`src/rtl/setst_consts.vh`:
```
// constants and register map for the serial event timing block
// Function
// - uart double buffer: receive interrupt near middle of first stop bit
// - sync mode: receive interrupt right after last selected shift clock edge
// - sync double buffer: receive interrupt when buffer read pulls pending word
// - no receive interrupt for a frame that overran
// - uart single buffer: transmit interrupt on the same clock edge that starts the stop bit
// - sync single buffer: transmit interrupt right after last selected clock edge
// - double buffer: transmit interrupt on every buffer to shifter move
// - double buffer: interrupt also when a write moves straight into idle shifter
// - uart: framing and overrun flags set near middle of stop bit
// - parity checked mid parity bit, flagged mid stop bit; none for 9 bits
// - sync mode: overrun flagged right after last selected clock edge
// - sync mode: underrun flagged after next frame edge, via parity flag
// - overrun and underrun meaningless when this block drives the clock
// - soft reset only after writing code 10 then code 01
// - soft reset clears enables, buffer flags, running, errors, engines idle
// - sync clock out, single buffer: each write sends one word, then interrupt
// - sync clock out, double: move on idle write or finish, flag, interrupt
// - sync clock out, double: nothing buffered at finish stops clock, no interrupt
// - sync clock in, single: on clock shift eight bits, then interrupt
// - sync clock in, double: move on early write or finish, flag, interrupt
// - clock starts with empty buffer: count bits, underrun, send all ones
// - external clock: each transmit bit changes on the selected edge
`ifndef SETST_CONSTS_VH
`define SETST_CONSTS_VH
`define SETST_OFF_CTRL 8'h00
`define SETST_OFF_STATUS 8'h04
`define SETST_OFF_SOFT_RESET_CODE 8'h08
`define SETST_OFF_TXDATA 8'h0c
`define SETST_OFF_RXDATA 8'h10
`define SETST_OFF_DIV 8'h14
`define SETST_CTRL_MODE_LO 0
`define SETST_CTRL_MODE_HI 1
`define SETST_CTRL_DBUF 2
`define SETST_CTRL_EDGE 3
`define SETST_CTRL_CLKIN 4
`define SETST_CTRL_PAREN 5
`define SETST_CTRL_PAREVEN 6
`define SETST_CTRL_RXEN 7
`define SETST_CTRL_TXEN 8
`define SETST_ST_TX_BUFFER_EMPTY_FLAG 0
`define SETST_ST_RBFULL 1
`define SETST_ST_RUN 2
`define SETST_ST_OVR 3
`define SETST_ST_PARITY_UNDERRUN_ERROR_FLAG 4
`define SETST_ST_FRAMING_ERROR_FLAG 5
`define SETST_MODE_SYNC 2'h0
`define SETST_MODE_UART7 2'h1
`define SETST_MODE_UART8 2'h2
`define SETST_MODE_UART9 2'h3
`define SETST_SWR_ARM 2'h2
`define SETST_SWR_FIRE 2'h1
`define SETST_DIV_RESET 16'h000c
`define SETST_SUB_MID 4'h7
`define SETST_SUB_LAST 4'hf
`define SETST_SYNC_LAST 4'h7
`define SETST_FILL 9'h1ff
`define SETST_MASK7 9'h07f
`define SETST_MASK8 9'h0ff
`define SETST_MASK9 9'h1ff
`endif

```
`src/rtl/setst_core.v`:
```
// serial channel: uart and clocked shift modes with apb registers
`timescale 1ns/1ps
`include "setst_consts.vh"
module setst_core #(
  parameter DIV_W = 16
) (
  input wire clock,
  input wire rst,
  input wire psel,
  input wire penable,
  input wire pwrite,
  input wire [7:0] paddr,
  input wire [31:0] pwdata,
  output reg [31:0] prdata,
  output wire pready,
  output wire pslverr,
  input wire serial_in_pin,
  output wire serial_out_pin,
  input wire shift_clock_in,
  output wire shift_clock_out,
  output wire shift_clock_oe_n,
  output reg transmit_interrupt,
  output reg receive_interrupt
);
  localparam T_IDLE = 3'h0;
  localparam T_START = 3'h1;
  localparam T_DATA = 3'h2;
  localparam T_PAR = 3'h3;
  localparam T_STOP = 3'h4;

  // control register fields
  reg [1:0] mode_reg;
  reg double_buffer_enable;
  reg clock_edge_select;
  reg clk_in_reg;
  reg par_en_reg;
  reg par_even_reg;
  reg rx_enable_bit;
  reg tx_enable_bit;
  reg [DIV_W-1:0] div_reg;
  reg [DIV_W-1:0] div_cnt_reg;
  reg swr_arm_reg;
  reg sw_rst_reg;
  // status flags
  reg tx_buffer_empty_flag;
  reg rx_buffer_full_flag;
  reg overrun_error_flag;
  reg parity_underrun_error_flag;
  reg framing_error_flag;
  // transmit side
  reg [8:0] tx_buf_reg;
  reg tx_buf_valid_reg;
  reg [8:0] tx_sh_reg;
  reg tx_loaded_reg;
  reg tx_dummy_reg;
  reg tx_out_reg;
  reg [2:0] tx_state_reg;
  reg [3:0] tx_sub_reg;
  reg [3:0] tx_idx_reg;
  reg sclk_reg;
  reg [3:0] sbit_cnt_reg;
  // receive side
  reg [2:0] rx_state_reg;
  reg [3:0] rx_sub_reg;
  reg [3:0] rx_idx_reg;
  reg [8:0] rx_sh_reg;
  reg parity_underrun_error_flag_pend_reg;
  reg [8:0] rx_buf_reg;
  reg [8:0] rx_pend_reg;
  reg rx_pend_valid_reg;
  reg [31:0] rdata_next;
  reg mapped;

  wire sclk_level;
  wire sclk_rise;
  wire sclk_fall;
  wire sin_level;

  setst_sync u_sclk_sync (
    .clock(clock),
    .rst(rst),
    .async_in(shift_clock_in),
    .level(sclk_level),
    .rise(sclk_rise),
    .fall(sclk_fall)
  );

  setst_sync u_sin_sync (
    .clock(clock),
    .rst(rst),
    .async_in(serial_in_pin),
    .level(sin_level),
    .rise(),
    .fall()
  );

  // bus decode
  wire wr = psel & penable & pwrite;
  wire rd = psel & penable & ~pwrite;
  wire wr_ctrl = wr && (paddr == `SETST_OFF_CTRL);
  wire wr_status = wr && (paddr == `SETST_OFF_STATUS);
  wire wr_swr = wr && (paddr == `SETST_OFF_SOFT_RESET_CODE);
  wire wr_tx = wr && (paddr == `SETST_OFF_TXDATA);
  wire wr_div = wr && (paddr == `SETST_OFF_DIV);
  wire rd_rx = rd && (paddr == `SETST_OFF_RXDATA);

  // mode decode
  wire sync_mode = (mode_reg == `SETST_MODE_SYNC);
  wire uart_mode = ~sync_mode;
  wire sync_act = sync_mode & (tx_enable_bit | rx_enable_bit);
  wire has_par = par_en_reg & (mode_reg != `SETST_MODE_UART9);
  wire [8:0] mask = (mode_reg == `SETST_MODE_UART7) ? `SETST_MASK7 :
                    (mode_reg == `SETST_MODE_UART8) ? `SETST_MASK8 : `SETST_MASK9;
  wire [3:0] last_idx = (mode_reg == `SETST_MODE_UART7) ? 4'h6 :
                        (mode_reg == `SETST_MODE_UART8) ? 4'h7 : 4'h8;
  wire tick = (div_cnt_reg == {DIV_W{1'b0}});

  // shift clock edges, generated or taken from the peer
  wire gen_ok = sync_mode & ~clk_in_reg & tx_enable_bit & tick & (tx_loaded_reg | ~sclk_reg);
  wire ext_shift = clock_edge_select ? sclk_rise : sclk_fall;
  wire ext_sample = clock_edge_select ? sclk_fall : sclk_rise;
  wire shift_ev = sync_act & (clk_in_reg ? ext_shift : (gen_ok & sclk_reg));
  wire sample_ev = sync_act & (clk_in_reg ? ext_sample : (gen_ok & ~sclk_reg));
  wire frame_done = sample_ev & (sbit_cnt_reg == `SETST_SYNC_LAST);

  // completion events
  wire uart_tx_done = uart_mode & tick & (tx_state_reg == T_STOP) & (tx_sub_reg == `SETST_SUB_LAST);
  wire tx_done = (frame_done & tx_enable_bit & tx_loaded_reg) | uart_tx_done;
  wire tx_direct = ~tx_loaded_reg | (tx_done & ~tx_buf_valid_reg);
  wire urun_set = shift_ev & tx_enable_bit & clk_in_reg &
                  (sbit_cnt_reg == 4'h0) & ~tx_loaded_reg;
  wire tx_par = (^(tx_sh_reg & mask)) ^ ~par_even_reg;
  wire stop_mid = uart_mode & rx_enable_bit & tick & (rx_state_reg == T_STOP) &
                  (rx_sub_reg == `SETST_SUB_MID);
  wire sync_rx_done = frame_done & rx_enable_bit;
  wire rx_done = sync_rx_done | stop_mid;
  wire [8:0] rx_word = sync_rx_done ? {1'b0, sin_level, rx_sh_reg[7:1]} : (rx_sh_reg & mask);
  wire full_eff = rx_buffer_full_flag & ~(rd_rx & ~rx_pend_valid_reg);
  wire pend_eff = rx_pend_valid_reg & ~rd_rx;
  wire rx_to_buf = rx_done & ~full_eff;
  wire rx_to_pend = rx_done & full_eff & ~pend_eff & double_buffer_enable & sync_mode;
  wire ovr_set = rx_done & ~rx_to_buf & ~rx_to_pend & ~(sync_mode & ~clk_in_reg);
  wire framing_error_flag_set = stop_mid & ~sin_level;
  wire parity_underrun_error_flag_set = (stop_mid & has_par & parity_underrun_error_flag_pend_reg) | urun_set;

  assign pready = 1'b1;
  assign pslverr = psel & penable & ~mapped;
  assign serial_out_pin = tx_out_reg;
  assign shift_clock_out = sclk_reg;
  assign shift_clock_oe_n = ~(sync_mode & ~clk_in_reg);

  // read mux, sampled in the setup cycle
  always @* begin
    rdata_next = 32'h0000_0000;
    mapped = 1'b1;
    if (paddr == `SETST_OFF_CTRL) begin
      rdata_next[`SETST_CTRL_MODE_HI:`SETST_CTRL_MODE_LO] = mode_reg;
      rdata_next[`SETST_CTRL_DBUF] = double_buffer_enable;
      rdata_next[`SETST_CTRL_EDGE] = clock_edge_select;
      rdata_next[`SETST_CTRL_CLKIN] = clk_in_reg;
      rdata_next[`SETST_CTRL_PAREN] = par_en_reg;
      rdata_next[`SETST_CTRL_PAREVEN] = par_even_reg;
      rdata_next[`SETST_CTRL_RXEN] = rx_enable_bit;
      rdata_next[`SETST_CTRL_TXEN] = tx_enable_bit;
    end else if (paddr == `SETST_OFF_STATUS) begin
      rdata_next[`SETST_ST_TX_BUFFER_EMPTY_FLAG] = tx_buffer_empty_flag;
      rdata_next[`SETST_ST_RBFULL] = rx_buffer_full_flag;
      rdata_next[`SETST_ST_RUN] = tx_loaded_reg | (tx_state_reg != T_IDLE);
      rdata_next[`SETST_ST_OVR] = overrun_error_flag;
      rdata_next[`SETST_ST_PARITY_UNDERRUN_ERROR_FLAG] = parity_underrun_error_flag;
      rdata_next[`SETST_ST_FRAMING_ERROR_FLAG] = framing_error_flag;
    end else if (paddr == `SETST_OFF_SOFT_RESET_CODE) begin
      rdata_next[1] = swr_arm_reg;
    end else if (paddr == `SETST_OFF_TXDATA) begin
      rdata_next[8:0] = tx_buf_reg;
    end else if (paddr == `SETST_OFF_RXDATA) begin
      rdata_next[8:0] = rx_buf_reg;
    end else if (paddr == `SETST_OFF_DIV) begin
      rdata_next[DIV_W-1:0] = div_reg;
    end else begin
      mapped = 1'b0;
    end
  end

  always @(posedge clock or posedge rst) begin
    if (rst) begin
      prdata <= 32'h0000_0000;
    end else if (psel & ~penable) begin
      prdata <= rdata_next;
    end
  end

  // control registers, soft reset sequence and baud divider
  always @(posedge clock or posedge rst) begin
    if (rst) begin
      mode_reg <= `SETST_MODE_SYNC;
      double_buffer_enable <= 1'b0;
      clock_edge_select <= 1'b0;
      clk_in_reg <= 1'b0;
      par_en_reg <= 1'b0;
      par_even_reg <= 1'b0;
      rx_enable_bit <= 1'b0;
      tx_enable_bit <= 1'b0;
      div_reg <= `SETST_DIV_RESET;
      div_cnt_reg <= {DIV_W{1'b0}};
      swr_arm_reg <= 1'b0;
      sw_rst_reg <= 1'b0;
    end else begin
      sw_rst_reg <= 1'b0;
      div_cnt_reg <= tick ? div_reg : div_cnt_reg - 1'b1;
      if (wr_ctrl) begin
        mode_reg <= pwdata[`SETST_CTRL_MODE_HI:`SETST_CTRL_MODE_LO];
        double_buffer_enable <= pwdata[`SETST_CTRL_DBUF];
        clock_edge_select <= pwdata[`SETST_CTRL_EDGE];
        clk_in_reg <= pwdata[`SETST_CTRL_CLKIN];
        par_en_reg <= pwdata[`SETST_CTRL_PAREN];
        par_even_reg <= pwdata[`SETST_CTRL_PAREVEN];
        rx_enable_bit <= pwdata[`SETST_CTRL_RXEN];
        tx_enable_bit <= pwdata[`SETST_CTRL_TXEN];
      end
      if (wr_div) begin
        div_reg <= pwdata[DIV_W-1:0];
      end
      if (wr_swr) begin
        if (pwdata[1:0] == `SETST_SWR_ARM) begin
          swr_arm_reg <= 1'b1;
        end else begin
          swr_arm_reg <= 1'b0;
          sw_rst_reg <= swr_arm_reg & (pwdata[1:0] == `SETST_SWR_FIRE);
        end
      end
      if (sw_rst_reg) begin
        rx_enable_bit <= 1'b0;
        tx_enable_bit <= 1'b0;
      end
    end
  end

  // error flags: write one clears, a set in the same cycle wins
  always @(posedge clock or posedge rst) begin
    if (rst) begin
      overrun_error_flag <= 1'b0;
      parity_underrun_error_flag <= 1'b0;
      framing_error_flag <= 1'b0;
    end else if (sw_rst_reg) begin
      overrun_error_flag <= 1'b0;
      parity_underrun_error_flag <= 1'b0;
      framing_error_flag <= 1'b0;
    end else begin
      if (wr_status & pwdata[`SETST_ST_OVR]) overrun_error_flag <= 1'b0;
      if (wr_status & pwdata[`SETST_ST_PARITY_UNDERRUN_ERROR_FLAG]) parity_underrun_error_flag <= 1'b0;
      if (wr_status & pwdata[`SETST_ST_FRAMING_ERROR_FLAG]) framing_error_flag <= 1'b0;
      if (ovr_set) overrun_error_flag <= 1'b1;
      if (parity_underrun_error_flag_set) parity_underrun_error_flag <= 1'b1;
      if (framing_error_flag_set) framing_error_flag <= 1'b1;
    end
  end

  // transmit engine: buffer, shifter, shift clock, uart framing
  always @(posedge clock or posedge rst) begin
    if (rst) begin
      tx_buf_reg <= 9'h000;
      tx_buf_valid_reg <= 1'b0;
      tx_buffer_empty_flag <= 1'b0;
      tx_sh_reg <= `SETST_FILL;
      tx_loaded_reg <= 1'b0;
      tx_dummy_reg <= 1'b0;
      tx_out_reg <= 1'b1;
      tx_state_reg <= T_IDLE;
      tx_sub_reg <= 4'h0;
      tx_idx_reg <= 4'h0;
      sclk_reg <= 1'b1;
      sbit_cnt_reg <= 4'h0;
      transmit_interrupt <= 1'b0;
    end else begin
      transmit_interrupt <= 1'b0;
      if (sw_rst_reg) begin
        tx_buf_valid_reg <= 1'b0;
        tx_buffer_empty_flag <= 1'b0;
        tx_loaded_reg <= 1'b0;
        tx_dummy_reg <= 1'b0;
        tx_out_reg <= 1'b1;
        tx_state_reg <= T_IDLE;
        sclk_reg <= 1'b1;
        sbit_cnt_reg <= 4'h0;
      end else begin
        if (gen_ok) begin
          sclk_reg <= ~sclk_reg;
        end
        if (sample_ev) begin
          sbit_cnt_reg <= frame_done ? 4'h0 : sbit_cnt_reg + 4'h1;
        end
        if (shift_ev & tx_enable_bit) begin
          if (sbit_cnt_reg == 4'h0) begin
            if (tx_loaded_reg) begin
              tx_out_reg <= tx_sh_reg[0];
            end else begin
              tx_out_reg <= 1'b1;
              tx_sh_reg <= `SETST_FILL;
              tx_loaded_reg <= 1'b1;
              tx_dummy_reg <= 1'b1;
            end
          end else begin
            tx_out_reg <= tx_sh_reg[1];
            tx_sh_reg <= {1'b1, tx_sh_reg[8:1]};
          end
        end
        if (uart_mode & tick) begin
          tx_sub_reg <= tx_sub_reg + 4'h1;
          case (tx_state_reg)
            T_IDLE: begin
              tx_sub_reg <= 4'h0;
              if (tx_loaded_reg & tx_enable_bit) begin
                tx_state_reg <= T_START;
                tx_out_reg <= 1'b0;
              end
            end
            T_START: begin
              if (tx_sub_reg == `SETST_SUB_LAST) begin
                tx_state_reg <= T_DATA;
                tx_idx_reg <= 4'h0;
                tx_out_reg <= tx_sh_reg[0];
              end
            end
            T_DATA: begin
              if (tx_sub_reg == `SETST_SUB_LAST) begin
                if (tx_idx_reg != last_idx) begin
                  tx_idx_reg <= tx_idx_reg + 4'h1;
                  tx_out_reg <= tx_sh_reg[tx_idx_reg + 4'h1];
                end else if (has_par) begin
                  tx_state_reg <= T_PAR;
                  tx_out_reg <= tx_par;
                end else begin
                  tx_state_reg <= T_STOP;
                  tx_out_reg <= 1'b1;
                  transmit_interrupt <= ~double_buffer_enable;
                end
              end
            end
            T_PAR: begin
              if (tx_sub_reg == `SETST_SUB_LAST) begin
                tx_state_reg <= T_STOP;
                tx_out_reg <= 1'b1;
                transmit_interrupt <= ~double_buffer_enable;
              end
            end
            default: begin
              if (tx_sub_reg == `SETST_SUB_LAST) begin
                tx_state_reg <= T_IDLE;
              end
            end
          endcase
        end
        if (tx_done) begin
          tx_dummy_reg <= 1'b0;
          if (double_buffer_enable & tx_buf_valid_reg) begin
            tx_sh_reg <= tx_buf_reg;
            tx_buf_valid_reg <= 1'b0;
            tx_buffer_empty_flag <= 1'b1;
            transmit_interrupt <= 1'b1;
          end else begin
            tx_loaded_reg <= 1'b0;
            transmit_interrupt <= sync_mode & ~double_buffer_enable & ~tx_dummy_reg;
          end
        end
        if (wr_tx) begin
          if (double_buffer_enable) begin
            if (tx_direct) begin
              tx_sh_reg <= pwdata[8:0];
              tx_loaded_reg <= 1'b1;
              tx_buffer_empty_flag <= 1'b1;
              transmit_interrupt <= 1'b1;
            end else begin
              tx_buf_reg <= pwdata[8:0];
              tx_buf_valid_reg <= 1'b1;
              tx_buffer_empty_flag <= 1'b0;
            end
          end else if (~tx_loaded_reg | tx_done) begin
            tx_sh_reg <= pwdata[8:0];
            tx_loaded_reg <= 1'b1;
          end
        end
      end
    end
  end

  // receive engine: uart sampler, sync shifter, buffer and pending word
  always @(posedge clock or posedge rst) begin
    if (rst) begin
      rx_state_reg <= T_IDLE;
      rx_sub_reg <= 4'h0;
      rx_idx_reg <= 4'h0;
      rx_sh_reg <= 9'h000;
      parity_underrun_error_flag_pend_reg <= 1'b0;
      rx_buf_reg <= 9'h000;
      rx_buffer_full_flag <= 1'b0;
      rx_pend_reg <= 9'h000;
      rx_pend_valid_reg <= 1'b0;
      receive_interrupt <= 1'b0;
    end else begin
      receive_interrupt <= 1'b0;
      if (sw_rst_reg) begin
        rx_state_reg <= T_IDLE;
        rx_buffer_full_flag <= 1'b0;
        rx_pend_valid_reg <= 1'b0;
      end else begin
        if (sample_ev & rx_enable_bit) begin
          rx_sh_reg[7:0] <= {sin_level, rx_sh_reg[7:1]};
        end
        if (uart_mode & rx_enable_bit & tick) begin
          rx_sub_reg <= rx_sub_reg + 4'h1;
          case (rx_state_reg)
            T_IDLE: begin
              rx_sub_reg <= 4'h0;
              if (~sin_level) begin
                rx_state_reg <= T_START;
                rx_sh_reg <= 9'h000;
              end
            end
            T_START: begin
              if ((rx_sub_reg == `SETST_SUB_MID) & sin_level) begin
                rx_state_reg <= T_IDLE;
              end else if (rx_sub_reg == `SETST_SUB_LAST) begin
                rx_state_reg <= T_DATA;
                rx_idx_reg <= 4'h0;
              end
            end
            T_DATA: begin
              if (rx_sub_reg == `SETST_SUB_MID) begin
                rx_sh_reg[rx_idx_reg] <= sin_level;
              end
              if (rx_sub_reg == `SETST_SUB_LAST) begin
                if (rx_idx_reg != last_idx) begin
                  rx_idx_reg <= rx_idx_reg + 4'h1;
                end else begin
                  rx_state_reg <= has_par ? T_PAR : T_STOP;
                end
              end
            end
            T_PAR: begin
              if (rx_sub_reg == `SETST_SUB_MID) begin
                parity_underrun_error_flag_pend_reg <= (^(rx_sh_reg & mask)) ^ sin_level ^ ~par_even_reg;
              end
              if (rx_sub_reg == `SETST_SUB_LAST) begin
                rx_state_reg <= T_STOP;
              end
            end
            default: begin
              if (rx_sub_reg == `SETST_SUB_MID) begin
                rx_state_reg <= T_IDLE;
              end
            end
          endcase
        end
        if (rd_rx) begin
          if (rx_pend_valid_reg) begin
            rx_buf_reg <= rx_pend_reg;
            rx_pend_valid_reg <= 1'b0;
            receive_interrupt <= 1'b1;
          end else begin
            rx_buffer_full_flag <= 1'b0;
          end
        end
        if (rx_to_buf) begin
          rx_buf_reg <= rx_word;
          rx_buffer_full_flag <= 1'b1;
          receive_interrupt <= 1'b1;
        end
        if (rx_to_pend) begin
          rx_pend_reg <= rx_word;
          rx_pend_valid_reg <= 1'b1;
        end
      end
    end
  end
endmodule // setst_core

```
`src/rtl/setst_sync.v`:
```
// two-stage synchroniser with edge detection
`timescale 1ns/1ps
module setst_sync (
  input wire clock,
  input wire rst,
  input wire async_in,
  output wire level,
  output wire rise,
  output wire fall
);
  reg meta_reg;
  reg stable_reg;
  reg prev_reg;

  always @(posedge clock or posedge rst) begin
    if (rst) begin
      meta_reg <= 1'b1;
      stable_reg <= 1'b1;
      prev_reg <= 1'b1;
    end else begin
      meta_reg <= async_in;
      stable_reg <= meta_reg;
      prev_reg <= stable_reg;
    end
  end

  assign level = stable_reg;
  assign rise = stable_reg & ~prev_reg;
  assign fall = ~stable_reg & prev_reg;
endmodule // setst_sync

```
`config.mk`:
```
export PLATFORM = sky130hd
export DESIGN_NAME = setst_core
export DESIGN_NICKNAME = d
export VERILOG_FILES = /design/src/rtl/setst_core.v /design/src/rtl/setst_sync.v
export VERILOG_INCLUDE_DIRS = /design/src /design/src/rtl
export SDC_FILE = /design/constraint.sdc
export NUM_CORES = 1
export LEC_CHECK = 0
export BUFFER_PORTS_ARGS = -buffer_cell sky130_fd_sc_hd__buf_2
export CAP_MARGIN = 40
export CORE_MARGIN = 3
export CORE_UTILIZATION = 60
export DETAILED_ROUTE_END_ITERATION = 16
export GPL_TIMING_DRIVEN = 0
export PLACE_DENSITY = 0.81
export SLEW_MARGIN = 20
export SYNTH_ARGS = -nofsm -noshare
export SYNTH_HDL_FRONTEND = slang
export SYNTH_SLANG_ARGS = --single-unit
```
`constraint.sdc`:
```
create_clock -name clock -period 6.6 [get_ports clock]
set_input_delay 1.32 -clock clock [delete_from_list [all_inputs] [get_ports clock]]
set_output_delay 1.32 -clock clock [all_outputs]
set_load 0.05 [all_outputs]
```
## Word-level counts from Yosys, hierarchy flattened

Index checks and enable logic that the tools add are counted.

| storage, ports and cells | value |
|---|---|
| bits in registers | 149 |
| latch bits | 0 |
| memory bits (writable) | 0 |
| memory bits (read-only) | 0 |
| bits of input ports | 47 |
| word-level logic and storage cells | 410 |
| memories | 0 |

| operators by class | value |
|---|---|
| $add $sub $neg | 6 |
| multipliers | 0 |
| divide/modulo/power cells | 0 |
| magnitude comparators | 3 |
| equal/unequal tests | 45 |
| shifts and indexed selects | 0 |
| multiplexer cells | 169 |
| bitwise gates (word level) | 94 |
| reductions and logical operators | 48 |

Operators with widths:

| operator | number |
|---|---|
| 2-to-1 mux 9 bit | 20 |
| 2-to-1 mux 16 bit | 7 |
| 2-to-1 mux 1 bit | 91 |
| AND 1 bit | 57 |
| 2-to-1 mux 4 bit | 14 |
| 2-to-1 mux 3 bit | 18 |
| inequality test 3 bit (second input constant) | 9 |
| nonzero test 3 bit | 9 |
| 2-to-1 mux 8 bit | 3 |
| NOT 1 bit | 24 |
| one-hot mux 3 bit (4 select lines) | 2 |
| 2-to-1 mux 7 bit | 3 |
| AND reduction 7 bit | 3 |
| adder 4 x 1 -> 4 bit (second input constant) | 5 |
| inequality test 2 bit (second input constant) | 10 |
| nonzero test 2 bit | 10 |
| AND 9 bit | 2 |
| one-hot mux 9 bit (2 select lines) | 1 |
| parity 9 bit | 2 |
| equality test 8 x 4 -> 1 bit (second input constant) | 2 |
| equality test 8 x 5 -> 1 bit (second input constant) | 2 |
| zero test 16 bit | 1 |
| one-hot mux 4 bit (2 select lines) | 2 |
| subtractor 16 x 1 -> 16 bit (second input constant) | 1 |
| 34 further kinds | 67 |

## Depth between registers and ports, before layout

Gate-level depths: netlist (run 1).

| logic depth | value |
|---|---|
| word-level depth | 20 |
| gate-level depth with buffers | 11 |
| gate-level depth less buffers | 8 |

## Hierarchy

Synthesis (run 1) repeated with hierarchy kept, for this count alone.

| second synthesis, totals | value |
|---|---|
| cell total of the unflattened synthesis | 949 |
| area total of the unflattened synthesis | 8,986.1 um^2 |

Modules (own cells, without submodules):

| module | times used | cells an instance | area an instance (um^2) |
|---|---|---|---|
| setst_core | 1 | 937 | 8,790.9 |
| setst_sync | 2 | 6 | 97.6 |

## Worst setup path after synthesis (run 1)

No wires, ideal clock.

| path | value |
|---|---|
| path type | in2out |
| from | input port paddr[1] |
| to | output port pslverr |
| arrival | 2,550 ps |
| data required time | 5,280 ps |
| slack | 2,730 ps |
| stages on the path | 5 |
| path through | or4_4 > or2_1 > buf_6 > a21oi_1 > nor2_1 |

| between the ends | value |
|---|---|
| word-level cells in the longest chain between the ends | 9 |
| elaborated cells between the ends (all ways) | 14 |

Ends and longest elaborated chain:

| element | line | RTL |
|---|---|---|
| start: declaration | setst_core.v:12 | `input wire [7:0] paddr,` |
| equality test 8 x 5 -> 1 bit (no line) | n/a |  |
| 2-to-1 mux 1 bit | setst_core.v:178 | `` end else if (paddr == `SETST_OFF_DIV) begin `` |
| 2-to-1 mux 1 bit | setst_core.v:176 | `` end else if (paddr == `SETST_OFF_RXDATA) begin `` |
| 2-to-1 mux 1 bit | setst_core.v:174 | `` end else if (paddr == `SETST_OFF_TXDATA) begin `` |
| 2-to-1 mux 1 bit | setst_core.v:172 | `` end else if (paddr == `SETST_OFF_SOFT_RESET_CODE) begin `` |
| 2-to-1 mux 1 bit | setst_core.v:165 | `` end else if (paddr == `SETST_OFF_STATUS) begin `` |
| 2-to-1 mux 1 bit * | setst_core.v:156 | `` if (paddr == `SETST_OFF_CTRL) begin `` |
| NOT 1 bit * | setst_core.v:147 | `assign pslverr = psel & penable & ~mapped;` |
| AND 1 bit * | setst_core.v:147 |  |
| end: declaration | setst_core.v:16 | `output wire pslverr,` |

Every way passes the cells marked *; elsewhere a longest branch is shown, timed or not.

## Worst setup path in the final report (run 1)

Ends and elaborated chain as after synthesis.

==> impl_metrics.env, run 1 <==
export IMPL_synth_ff_type="sky130_fd_sc_hd__dfrtp_1"
export IMPL_synth_top_area_cell="sky130_fd_sc_hd__dfrtp_1"
export IMPL_largest_net_degree_at_the_start_of_global_routing=83
export IMPL_fin_ws_ns=2.54
export IMPL_setup_tns_final_ns=0
export IMPL_required_ns=5.28
export IMPL_tritoncts_clock_tree="built"
export IMPL_total_power_mw=2.27
export IMPL_vias_per_cell=6.46
export IMPL_final_common_cell="sky130_fd_sc_hd__dfrtp_1"
export IMPL_global_route_overflow=0
export IMPL_worst_path_max_delay_cell="sky130_fd_sc_hd__or4_4"
export IMPL_remaining_drcs=0
export IMPL_fmax_mhz=246
export IMPL_rows=43
export IMPL_worstSkewPairLatency_ns=0.43
export IMPL_inst_count_dp=1160
export IMPL_antenna_found_initial=0
export IMPL_fillerInstances=1112
export IMPL_timing_final_setup_violations=0
export IMPL_pwr_per_cell_area_mw_per_mm2=228
export IMPL_share_of_final_layout_standard_cells_stronger_than_drive_strength_1_pct=17.1
export IMPL_worst_path_most_repeated_cell="sky130_fd_sc_hd__buf_2"
export IMPL_first_pass_grt_wire_length_um=39000
export IMPL_status="complete, no violations"
export IMPL_cts_buffers=17
export IMPL_layout_utilization_pct=70.6
export IMPL_h_tree_depth_reported_by_cts=4
export IMPL_pre_cts_ws_ns=2.54
export IMPL_track_usage_pct=30.8
export IMPL_flow_area_growth_from_synthesis_pct=13.3
export IMPL_cts_hold_repair_buffers=0
export IMPL_synth_warnings=0
export IMPL_path_type_of_the_worst_setup_path="in -> out"
export IMPL_layoutNonFillerInstCount=1194
export IMPL_slew_headroom_pct=44.9
export IMPL_worst_path_buf_inv=3
export IMPL_finClkSkew_ns=0.00821
export IMPL_post_cts_resized=0
export IMPL_p_leak_nw=4.34
export IMPL_final_min_clock_period_ns=4.06
export IMPL_fp_dieArea_mm2=0.0161
export IMPL_postRouteWirelength_um=24300
export IMPL_floorplan_core_area_mm2=0.0141
export IMPL_ios=86
export IMPL_final_period_utilization_pct=61.5
export IMPL_final_max_slew_violation_count=0
export IMPL_clock_root_buffer="sky130_fd_sc_hd__clkbuf_16"
export IMPL_cap_viol_max_count=0
export IMPL_placedInstanceArea_mm2=0.00937
export IMPL_yosysTopAreaCellShare_pct=37.3
export IMPL_clock_sink_count=149
export IMPL_rsz0062_at_grt="no"
export IMPL_ff2ff_setup_slack_ns=3.10
export IMPL_insertedDiodeCount=0
export IMPL_drt_iter0_drc=758
export IMPL_die_w_um=127
export IMPL_fin_area_mm2=0.00996
export IMPL_postSynthCellCount=912
export IMPL_synth_ff_latch_count=149
export IMPL_synth_seq_area_share_pct=42.7
export IMPL_critical_path_top_delay_family="simple AND/OR/NAND/NOR gates"
export IMPL_ys_types=85
export IMPL_gpl_final_weighted_congestion=0.984
export IMPL_hold_worst_slack_ns=0.355
export IMPL_crit_chain="buf_2 > or4_4 > or2_1 > buf_6 > a21oi_1 > nor2_1 > buf_2"
export IMPL_most_frequent_cells_in_the_layout="sky130_fd_sc_hd__dfrtp_1, sky130_fd_sc_hd__nand2_1, sky130_fd_sc_hd__o21ai_0, sky130_fd_sc_hd__buf_2, sky130_fd_sc_hd__a21oi_1"
export IMPL_synth_area_leaders="sky130_fd_sc_hd__dfrtp_1, sky130_fd_sc_hd__dfstp_2, sky130_fd_sc_hd__nand2_1"
export IMPL_initial_core_util_pct=62.4
export IMPL_num_vias=7708
export IMPL_timing_worst_slew_pin_value_ns=0.824
export IMPL_fp_dieH_um=127
export IMPL_hold_class="reg -> reg"
export IMPL_grt_pass1_vias=7482
export IMPL_synth_area_per_cell_um2=9.64
export IMPL_syn_cell_area_mm2=0.00879
export IMPL_async_reset_ff_share_pct=100
export IMPL_hpwlAfterDp_um=17500
export IMPL_timing_critical_path_to_type="primary output"
export IMPL_synth_edf_count=0
export IMPL_drt_first_pass_iters=5
export IMPL_clkTransAtPathRegs_ns=0.06
export IMPL_timing_hold_violations_final=0
export IMPL_crit_path_max_fanout=5
export IMPL_wl_per_cell_um=20.4
export IMPL_critPathLaunchType="input pin"
export IMPL_final_antenna_net_count=0
export IMPL_placement_io_buffers=50
export IMPL_post_cts_setup_buffers=0
export IMPL_worst_ir_drop_vdd_mv=0.212
export IMPL_critPathMaxStageDelay_ns=0.57
export IMPL_finish_net_count=1062
export IMPL_cp_arrival_ns=2.74
export IMPL_cts_buffer_depth=2
==> power by group <==
group,total (mW),internal [mW],leakage (nW),switching [mW]
Sequential,1.05,0.973,1.87,0.0794
Combinational,0.260,0.108,2.19,0.153
Clock,0.958,0.564,0.283,0.394
==> cell families (layout without fill, tap and decap cells) <==
| group | Yosys count | in the layout | synth area share [%] |
|---|---|---|---|
| xor+xnor | 34 | 34 | 3.63 |
| mux | 63 | 63 | 8.30 |
| flops | 149 | 149 | 42.7 |
| compound gates | 258 | 258 | 19.2 |
| other cells | 2 | 17 | 0.0854 |
| fa+ha+maj | 14 | 14 | 1.99 |
| simple gates | 309 | 309 | 19.6 |
| buf+inv | 83 | 170 | 4.57 |
==> cell usage after synthesis, types with 3 or more instances <==
master                      count
sky130_fd_sc_hd__nor4_4         4
sky130_fd_sc_hd__a221oi_1       7
sky130_fd_sc_hd__xnor2_1       24
sky130_fd_sc_hd__mux2i_1       29
sky130_fd_sc_hd__nor2_1        45
sky130_fd_sc_hd__a211oi_1       3
sky130_fd_sc_hd__or4b_1         4
sky130_fd_sc_hd__ha_1          14
sky130_fd_sc_hd__or3_1          6
sky130_fd_sc_hd__o21ai_0       68
sky130_fd_sc_hd__a21o_1         7
sky130_fd_sc_hd__and2_1         7
sky130_fd_sc_hd__a21oi_1       47
sky130_fd_sc_hd__mux2_4         9
sky130_fd_sc_hd__and3_1         4
sky130_fd_sc_hd__nor3_1        18
sky130_fd_sc_hd__o211ai_1      44
sky130_fd_sc_hd__nor2b_1       10
sky130_fd_sc_hd__mux2_2         5
sky130_fd_sc_hd__nand2b_1      19
sky130_fd_sc_hd__a31oi_1        5
sky130_fd_sc_hd__nand3_1       28
sky130_fd_sc_hd__xor2_1         8
sky130_fd_sc_hd__mux2_1        18
sky130_fd_sc_hd__or2_2          4
sky130_fd_sc_hd__nor3b_1        3
sky130_fd_sc_hd__and3b_1        4
sky130_fd_sc_hd__dfstp_2       18
sky130_fd_sc_hd__buf_4         18
sky130_fd_sc_hd__or3b_2         3
sky130_fd_sc_hd__inv_1         17
sky130_fd_sc_hd__nor4b_1        4
sky130_fd_sc_hd__nand4b_1       4
sky130_fd_sc_hd__nand2_1      107
sky130_fd_sc_hd__o32a_1         8
sky130_fd_sc_hd__dfrtp_1      131
sky130_fd_sc_hd__o21a_1         4
sky130_fd_sc_hd__o31ai_1       14
sky130_fd_sc_hd__buf_2          6
sky130_fd_sc_hd__nand4_1        5
sky130_fd_sc_hd__o21ai_1       16
sky130_fd_sc_hd__or4_1          3
sky130_fd_sc_hd__nor4_1         4
sky130_fd_sc_hd__o2111ai_1     11
sky130_fd_sc_hd__clkbuf_1      39
==> per-layer routing <==
layer	share of wire, %	wire, µm	GRT usage [%]
met1	41	9850	40.7
met2	47	11500	49.4
met3	8.7	2110	6.69
met4	3.5	843	12.9
met5	0	0	0
==> path summary, 6_finish.rpt <==
check                                         startpoint                    endpoint  depth (start not counted)
max                                             paddr[1]                     pslverr                          7
min                        u_sin_sync.meta_reg$_DFF_PP1_  u_sin_sync.level$_DFF_PP1_                          0
max reg2reg                     div_cnt_reg[0]$_DFF_PP0_    tx_sh_reg[3]$_DFFE_PP1N_                          9
min reg2reg                u_sin_sync.meta_reg$_DFF_PP1_  u_sin_sync.level$_DFF_PP1_                          0
max in group asynchronous                            rst  u_sin_sync.level$_DFF_PP1_                          3
min in group asynchronous                            rst     div_reg[14]$_DFFE_PP0P_                          2
==> cell type report <==
cell class,instances,area (µm²),share of cell area [%]
Buffer,65,334,3.35
Clock buffer,19,443,4.45
Clock inverter,13,131,1.32
Inverter,18,75.1,0.754
Multi-Input combinational cell,695,4690,47.1
Sequential cell,149,3750,37.7
Tap cell,180,225,2.26
Timing Repair Buffer,55,305,3.07
(Power assumes the default switching activity.)
==> run 2, diff against run 1 <==
Clock period 6.6 ns to 3.9 ns, I/O delays scaled along.
==> run 2 against run 1 <==
Compared with the run above:
- worst setup slack lost 2.1 ns
- count of clock-buffer cells in the layout is the same
- critical path depth up 2
- clock skew decreased by 0.00082 ns
- critical endpoint is now tx_sh_reg[7]$_DFFE_PP1N_
- largest power group unchanged
==> impl_metrics.env, run 2 (synthesis results as in run 1) <==
export IMPL_timing_critical_path_depth=9
export IMPL_drt_first_pass_iters=6
export IMPL_hold_class="reg -> reg"
export IMPL_critPathMaxStageDelay_ns=0.68
export IMPL_final_antenna_net_count=0
export IMPL_total_power_mw=3.69
export IMPL_reg2regPathDepth=9
export IMPL_slew_headroom_pct=40.0
export IMPL_cts_buffer_depth=2
export IMPL_remaining_drcs=0
export IMPL_most_frequent_cells_in_the_layout="sky130_fd_sc_hd__dfrtp_1, sky130_fd_sc_hd__nand2_1, sky130_fd_sc_hd__o21ai_0, sky130_fd_sc_hd__buf_2, sky130_fd_sc_hd__a21oi_1"
export IMPL_critical_path_top_delay_family="compound AO/OA/AOI/OAI gates"
export IMPL_cts_hold_repair_buffers=0
export IMPL_clock_root_buffer="sky130_fd_sc_hd__clkbuf_16"
export IMPL_insertedDiodeCount=0
export IMPL_ff2ff_setup_slack_ns=0.44
export IMPL_rr_startpoint="div_cnt_reg[0]$_DFF_PP0_"
export IMPL_floorplan_core_area_mm2=0.0141
export IMPL_vias_per_cell=6.42
export IMPL_worst_ir_drop_vdd_mv=0.363
export IMPL_rsz0062_at_grt="no"
export IMPL_worst_reg2reg_path_endpoint="tx_sh_reg[7]$_DFFE_PP1N_"
export IMPL_comb_power_share_pct=11.9
export IMPL_cp_arrival_ns=3.80
export IMPL_clkTransAtPathRegs_ns=0.06
export IMPL_timing_hold_violations_final=0
export IMPL_cell_internal_pwr_mw=2.64
export IMPL_rows=43
export IMPL_clock_sink_count=149
export IMPL_hpwlAfterDp_um=17500
export IMPL_timing_critical_path_to_type="flop"
export IMPL_cap_viol_max_count=0
export IMPL_num_vias=7677
export IMPL_antenna_found_initial=0
export IMPL_crit_end="tx_sh_reg[7]$_DFFE_PP1N_"
export IMPL_post_cts_resized=0
export IMPL_track_usage_pct=30.6
export IMPL_required_ns=4.24
export IMPL_wl_per_cell_um=20.0
export IMPL_initial_core_util_pct=62.4
export IMPL_fp_dieH_um=127
export IMPL_grt_pass1_vias=7391
export IMPL_largest_net_degree_at_the_start_of_global_routing=35
export IMPL_h_tree_depth_reported_by_cts=4
export IMPL_final_period_utilization_pct=88.6
export IMPL_layout_utilization_pct=70.5
export IMPL_net_switching_power_mw=1.05
export IMPL_drt_iter0_drc=768
export IMPL_fp_dieArea_mm2=0.0161
export IMPL_timing_final_setup_violations=0
export IMPL_pwr_share_clk_pct=39.8
export IMPL_worst_path_max_delay_cell="sky130_fd_sc_hd__o21bai_1"
export IMPL_hp_start="u_sin_sync.meta_reg$_DFF_PP1_"
export IMPL_timing_worst_slew_pin_value_ns=0.888
export IMPL_crit_path_start="div_cnt_reg[0]$_DFF_PP0_"
export IMPL_gpl_final_weighted_congestion=0.940
export IMPL_path_type_of_the_worst_setup_path="reg -> reg"
export IMPL_finish_net_count=1064
export IMPL_switching_share_of_total_power_pct=28.5
export IMPL_layoutNonFillerInstCount=1196
export IMPL_fillerInstances=1071
export IMPL_critPathLaunchType="flop"
export IMPL_ios=86
export IMPL_die_w_um=127
export IMPL_final_min_clock_period_ns=3.46
export IMPL_tritoncts_clock_tree="built"
export IMPL_crit_path_max_fanout=10
export IMPL_inst_count_dp=1163
export IMPL_post_cts_setup_buffers=0
export IMPL_worstSkewPairLatency_ns=0.43
export IMPL_postRouteWirelength_um=23900
export IMPL_final_common_cell="sky130_fd_sc_hd__dfrtp_1"
export IMPL_status="complete, no violations"
export IMPL_crit_chain="inv_1 > ha_1 > nor3b_2 > nand4_1 > clkbuf_1 > o21bai_1 > o32a_1 > mux2i_1 > o211ai_1"
export IMPL_global_route_overflow=0
export IMPL_part_of_the_total_power_dissipated_in_sequential_elements_pct=48.3
export IMPL_finClkSkew_ns=0.00739
export IMPL_placement_io_buffers=50
export IMPL_flow_area_growth_from_synthesis_pct=13.1
export IMPL_cts_buffers=17
export IMPL_worst_path_buf_inv=2
export IMPL_fmax_mhz=289
export IMPL_final_max_slew_violation_count=0
export IMPL_pwr_per_cell_area_mw_per_mm2=372
export IMPL_p_leak_nw=4.32
export IMPL_share_of_final_layout_standard_cells_stronger_than_drive_strength_1_pct=17.1
export IMPL_first_pass_grt_wire_length_um=38700
export IMPL_setup_tns_final_ns=0
==> run 2: layout make-up <==
cell class / count / area [µm²] / share of cell area, %
repair buffers: 57 / 348 / 3.50
clock inverters: 13 / 85.1 / 0.856
clock buffers: 19 / 433 / 4.35
multi-input cells: 695 / 4690 / 47.2
flip-flops and latches: 149 / 3750 / 37.7
well taps: 180 / 225 / 2.27
inverters: 18 / 71.3 / 0.717
plain buffers: 65 / 334 / 3.36
==> run 2: routing by layer <==
| layer | track usage (%) | vias up | wire [µm] | part of all wire (%) |
|---|---|---|---|---|
| met5 | 0 | - | 0 | 0 |
| met4 | 10.9 | 0 | 751 | 3.1 |
| met3 | 6.48 | 63 | 1850 | 7.8 |
| met2 | 48.3 | 337 | 11100 | 47 |
| met1 | 42.2 | 3764 | 10100 | 42 |
| li1 | - | 3513 | - | - |
==> run 2: power groups by stage <==
stage / clock network, mW / logic (mW) / registers, mW
floorplan: 0 / 0.332 / 1.78
global placement: 0 / 0.412 / 1.80
detailed placement: 0 / 0.440 / 1.80
CTS: 1.49 / 0.439 / 1.78
global route: 1.55 / 0.488 / 1.80
finish: 1.47 / 0.441 / 1.78
==> run 2: worst min path at each step <==
stage,endpoint,cells past startpoint
after floorplan,u_sclk_sync.level$_DFF_PP1_,0
after global placement,u_sin_sync.level$_DFF_PP1_,0
after detailed placement,u_sin_sync.level$_DFF_PP1_,0
after CTS,u_sin_sync.level$_DFF_PP1_,0
after global routing,u_sin_sync.level$_DFF_PP1_,0
final,u_sin_sync.level$_DFF_PP1_,0
==> run 2: through the flow <==
stage	cell area, µm²	setup WS (ns)	hold WS [ns]
2_1_floorplan	8850	0.942	0.345
3_3_place_gp	9330	0.327	0.346
3_5_place_dp	9420	0.550	0.349
4_1_cts	9940	0.568	0.357
5_1_grt	9940	0.235	0.366
6_report	9940	0.444	0.356
==> run 3, diff against run 2 <==
Settings changed: GPL_TIMING_DRIVEN 0 to 1.
==> run 3 against run 2 <==
Compared with the run above:
- first-iteration DRC count rose by 1.2%
- non-clock buffer count decreased by 45
- cell count down 3.8%
- cell area shrank 1.3%
- via count is 3.7% lower
- wire length is 2.8% lower
==> impl_metrics.env, run 3 (synthesis results as in run 1) <==
export IMPL_status="complete, no violations"
export IMPL_fmax_mhz=309
export IMPL_insertedDiodeCount=0
export IMPL_wl_per_cell_um=20.2
export IMPL_drt_first_pass_iters=6
export IMPL_timing_worst_slew_pin_value_ns=0.892
export IMPL_cts_buffers=17
export IMPL_first_pass_grt_wire_length_um=37800
export IMPL_final_min_clock_period_ns=3.24
export IMPL_gpl_final_weighted_congestion=0.920
export IMPL_fp_dieH_um=127
export IMPL_num_vias=7392
export IMPL_tritoncts_clock_tree="built"
export IMPL_pwr_share_clk_pct=42.3
export IMPL_clock_root_buffer="sky130_fd_sc_hd__clkbuf_16"
export IMPL_timing_final_setup_violations=0
export IMPL_cts_buffer_depth=2
export IMPL_groute_layer_met1_usage_pct=40.4
export IMPL_hpwlAfterDp_um=16300
export IMPL_worstSkewPairLatency_ns=0.44
export IMPL_hold_worst_slack_ns=0.303
export IMPL_cell_internal_pwr_mw=2.77
export IMPL_share_of_final_layout_standard_cells_stronger_than_drive_strength_1_pct=17.4
export IMPL_remaining_drcs=0
export IMPL_total_power_mw=3.84
export IMPL_timing_hold_violations_final=0
export IMPL_part_of_the_total_power_dissipated_in_sequential_elements_pct=46.5
export IMPL_antenna_found_initial=0
export IMPL_cts_hold_repair_buffers=0
export IMPL_path_type_of_the_worst_setup_path="reg -> reg"
export IMPL_initial_core_util_pct=62.4
export IMPL_pwr_per_cell_area_mw_per_mm2=392
export IMPL_clock_sink_count=149
export IMPL_critPathLaunchType="flop"
export IMPL_placement_io_buffers=52
export IMPL_vias_per_cell=6.42
export IMPL_slew_headroom_pct=39.8
export IMPL_postRouteWirelength_um=23200
export IMPL_fp_dieArea_mm2=0.0161
export IMPL_ios=86
export IMPL_largest_net_degree_at_the_start_of_global_routing=64
export IMPL_grtUsageMet3_pct=5.43
export IMPL_hold_class="in -> async"
export IMPL_fin_area_mm2=0.00981
export IMPL_global_route_overflow=0
export IMPL_rows=43
export IMPL_finish_net_count=1019
export IMPL_placedInstanceArea_mm2=0.00922
export IMPL_fillerInstances=1086
export IMPL_most_frequent_cells_in_the_layout="sky130_fd_sc_hd__dfrtp_1, sky130_fd_sc_hd__nand2_1, sky130_fd_sc_hd__o21ai_0, sky130_fd_sc_hd__buf_2, sky130_fd_sc_hd__a21oi_1"
export IMPL_ff2ff_setup_slack_ns=0.66
export IMPL_final_common_cell="sky130_fd_sc_hd__dfrtp_1"
export IMPL_crit_path_max_fanout=13
export IMPL_final_period_utilization_pct=83.1
export IMPL_grt_pass1_vias=7208
export IMPL_groute_layer_met2_usage_pct=46.9
export IMPL_h_tree_depth_reported_by_cts=4
export IMPL_layout_utilization_pct=69.6
export IMPL_track_usage_pct=29.6
export IMPL_flow_area_growth_from_synthesis_pct=11.7
export IMPL_die_w_um=127
export IMPL_required_ns=4.22
export IMPL_post_cts_setup_buffers=0
export IMPL_grt_busiest_layer="met2"
export IMPL_p_leak_nw=4.26
export IMPL_final_max_slew_violation_count=0
export IMPL_rsz0062_at_grt="no"
export IMPL_drt_iter0_drc=777
export IMPL_post_cts_resized=0
export IMPL_clkTransAtPathRegs_ns=0.07
export IMPL_floorplan_core_area_mm2=0.0141
export IMPL_setup_tns_final_ns=0
export IMPL_switching_share_of_total_power_pct=27.9
export IMPL_worst_ir_drop_vdd_mv=0.328
export IMPL_cp_arrival_ns=3.56
export IMPL_timing_critical_path_to_type="flop"
export IMPL_final_antenna_net_count=0
export IMPL_cap_viol_max_count=0
export IMPL_finClkSkew_ns=0.00805
export IMPL_net_switching_power_mw=1.07
export IMPL_comb_power_share_pct=11.2
==> run 3: cell count changes in the layout (fill, tap and decap cells not counted), moves of 2 or more <==
cell,previous run,this run
sky130_fd_sc_hd__clkbuf_1,41,1
sky130_fd_sc_hd__buf_2,58,52
sky130_fd_sc_hd__clkinv_2,7,2
sky130_fd_sc_hd__clkinvlp_4,3,6
sky130_fd_sc_hd__buf_6,2,0
sky130_fd_sc_hd__bufinv_16,0,2
sky130_fd_sc_hd__clkbuf_4,0,2
sky130_fd_sc_hd__inv_6,2,4
==> run 3: worst paths after layout <==
path	startpoint	to	depth (start not counted)
max reg2reg	mode_reg[0]$_DFFE_PP0P_	rx_buf_reg[8]$_DFFE_PP0P_	10
max	mode_reg[0]$_DFFE_PP0P_	rx_buf_reg[8]$_DFFE_PP0P_	10
min reg2reg	u_sclk_sync.meta_reg$_DFF_PP1_	u_sclk_sync.level$_DFF_PP1_	0
max in group asynchronous	rst	u_sin_sync.level$_DFF_PP1_	3
min in group clock	u_sclk_sync.meta_reg$_DFF_PP1_	u_sclk_sync.level$_DFF_PP1_	0
min	rst	prdata[12]$_DFFE_PP0P_	2
==> run 3: layer usage <==
metal  part of all wire (%)  vias up  wire length [µm]
met5                      0        -                 0
met4                    2.9        0               679
met2                     48      328             11100
met3                    7.9       60              1840
li1                       -     3424                 -
met1                     41     3580              9570
==> run 3: worst max-delay path: stages, from the launching register on <==
cell and delay [ns]:
sky130_fd_sc_hd__dfrtp_1 0.44, sky130_fd_sc_hd__inv_1 0.11, sky130_fd_sc_hd__ha_1 0.36, sky130_fd_sc_hd__buf_4 0.24
sky130_fd_sc_hd__nor4b_1 0.24, sky130_fd_sc_hd__nand3_1 0.22, sky130_fd_sc_hd__nor3_1 0.40, sky130_fd_sc_hd__a21oi_1 0.11
sky130_fd_sc_hd__clkbuf_4 0.23, sky130_fd_sc_hd__or3b_1 0.52, sky130_fd_sc_hd__o211a_1 0.26
==> run 3: power by group through the flow <==
stage / Combinational (mW) / Sequential (mW) / Clock, mW
finish: 0.429 / 1.79 / 1.63
floorplan: 0.332 / 1.78 / 0
detailed placement: 0.426 / 1.80 / 0
global route: 0.475 / 1.80 / 1.70
global placement: 0.406 / 1.80 / 0
CTS: 0.430 / 1.79 / 1.64
==> run 3: layout make-up <==
cell class	count	area, µm²	share of cell area, %
Inverter	18	71.3	0.727
Timing Repair Buffer	77	493	5.02
Multi-Input combinational cell	695	4690	47.8
Clock buffer	18	429	4.37
Tap cell	180	225	2.29
Clock inverter	14	151	1.54
Sequential cell	149	3750	38.2
==> run 3: through the flow <==
stage                     std cells  worst slack, ns
after CTS                      1149            0.644
after global placement         1114            0.521
final                          1151            0.661
after floorplan                 927            0.942
after detailed placement       1117            0.489
after global routing           1151            0.492
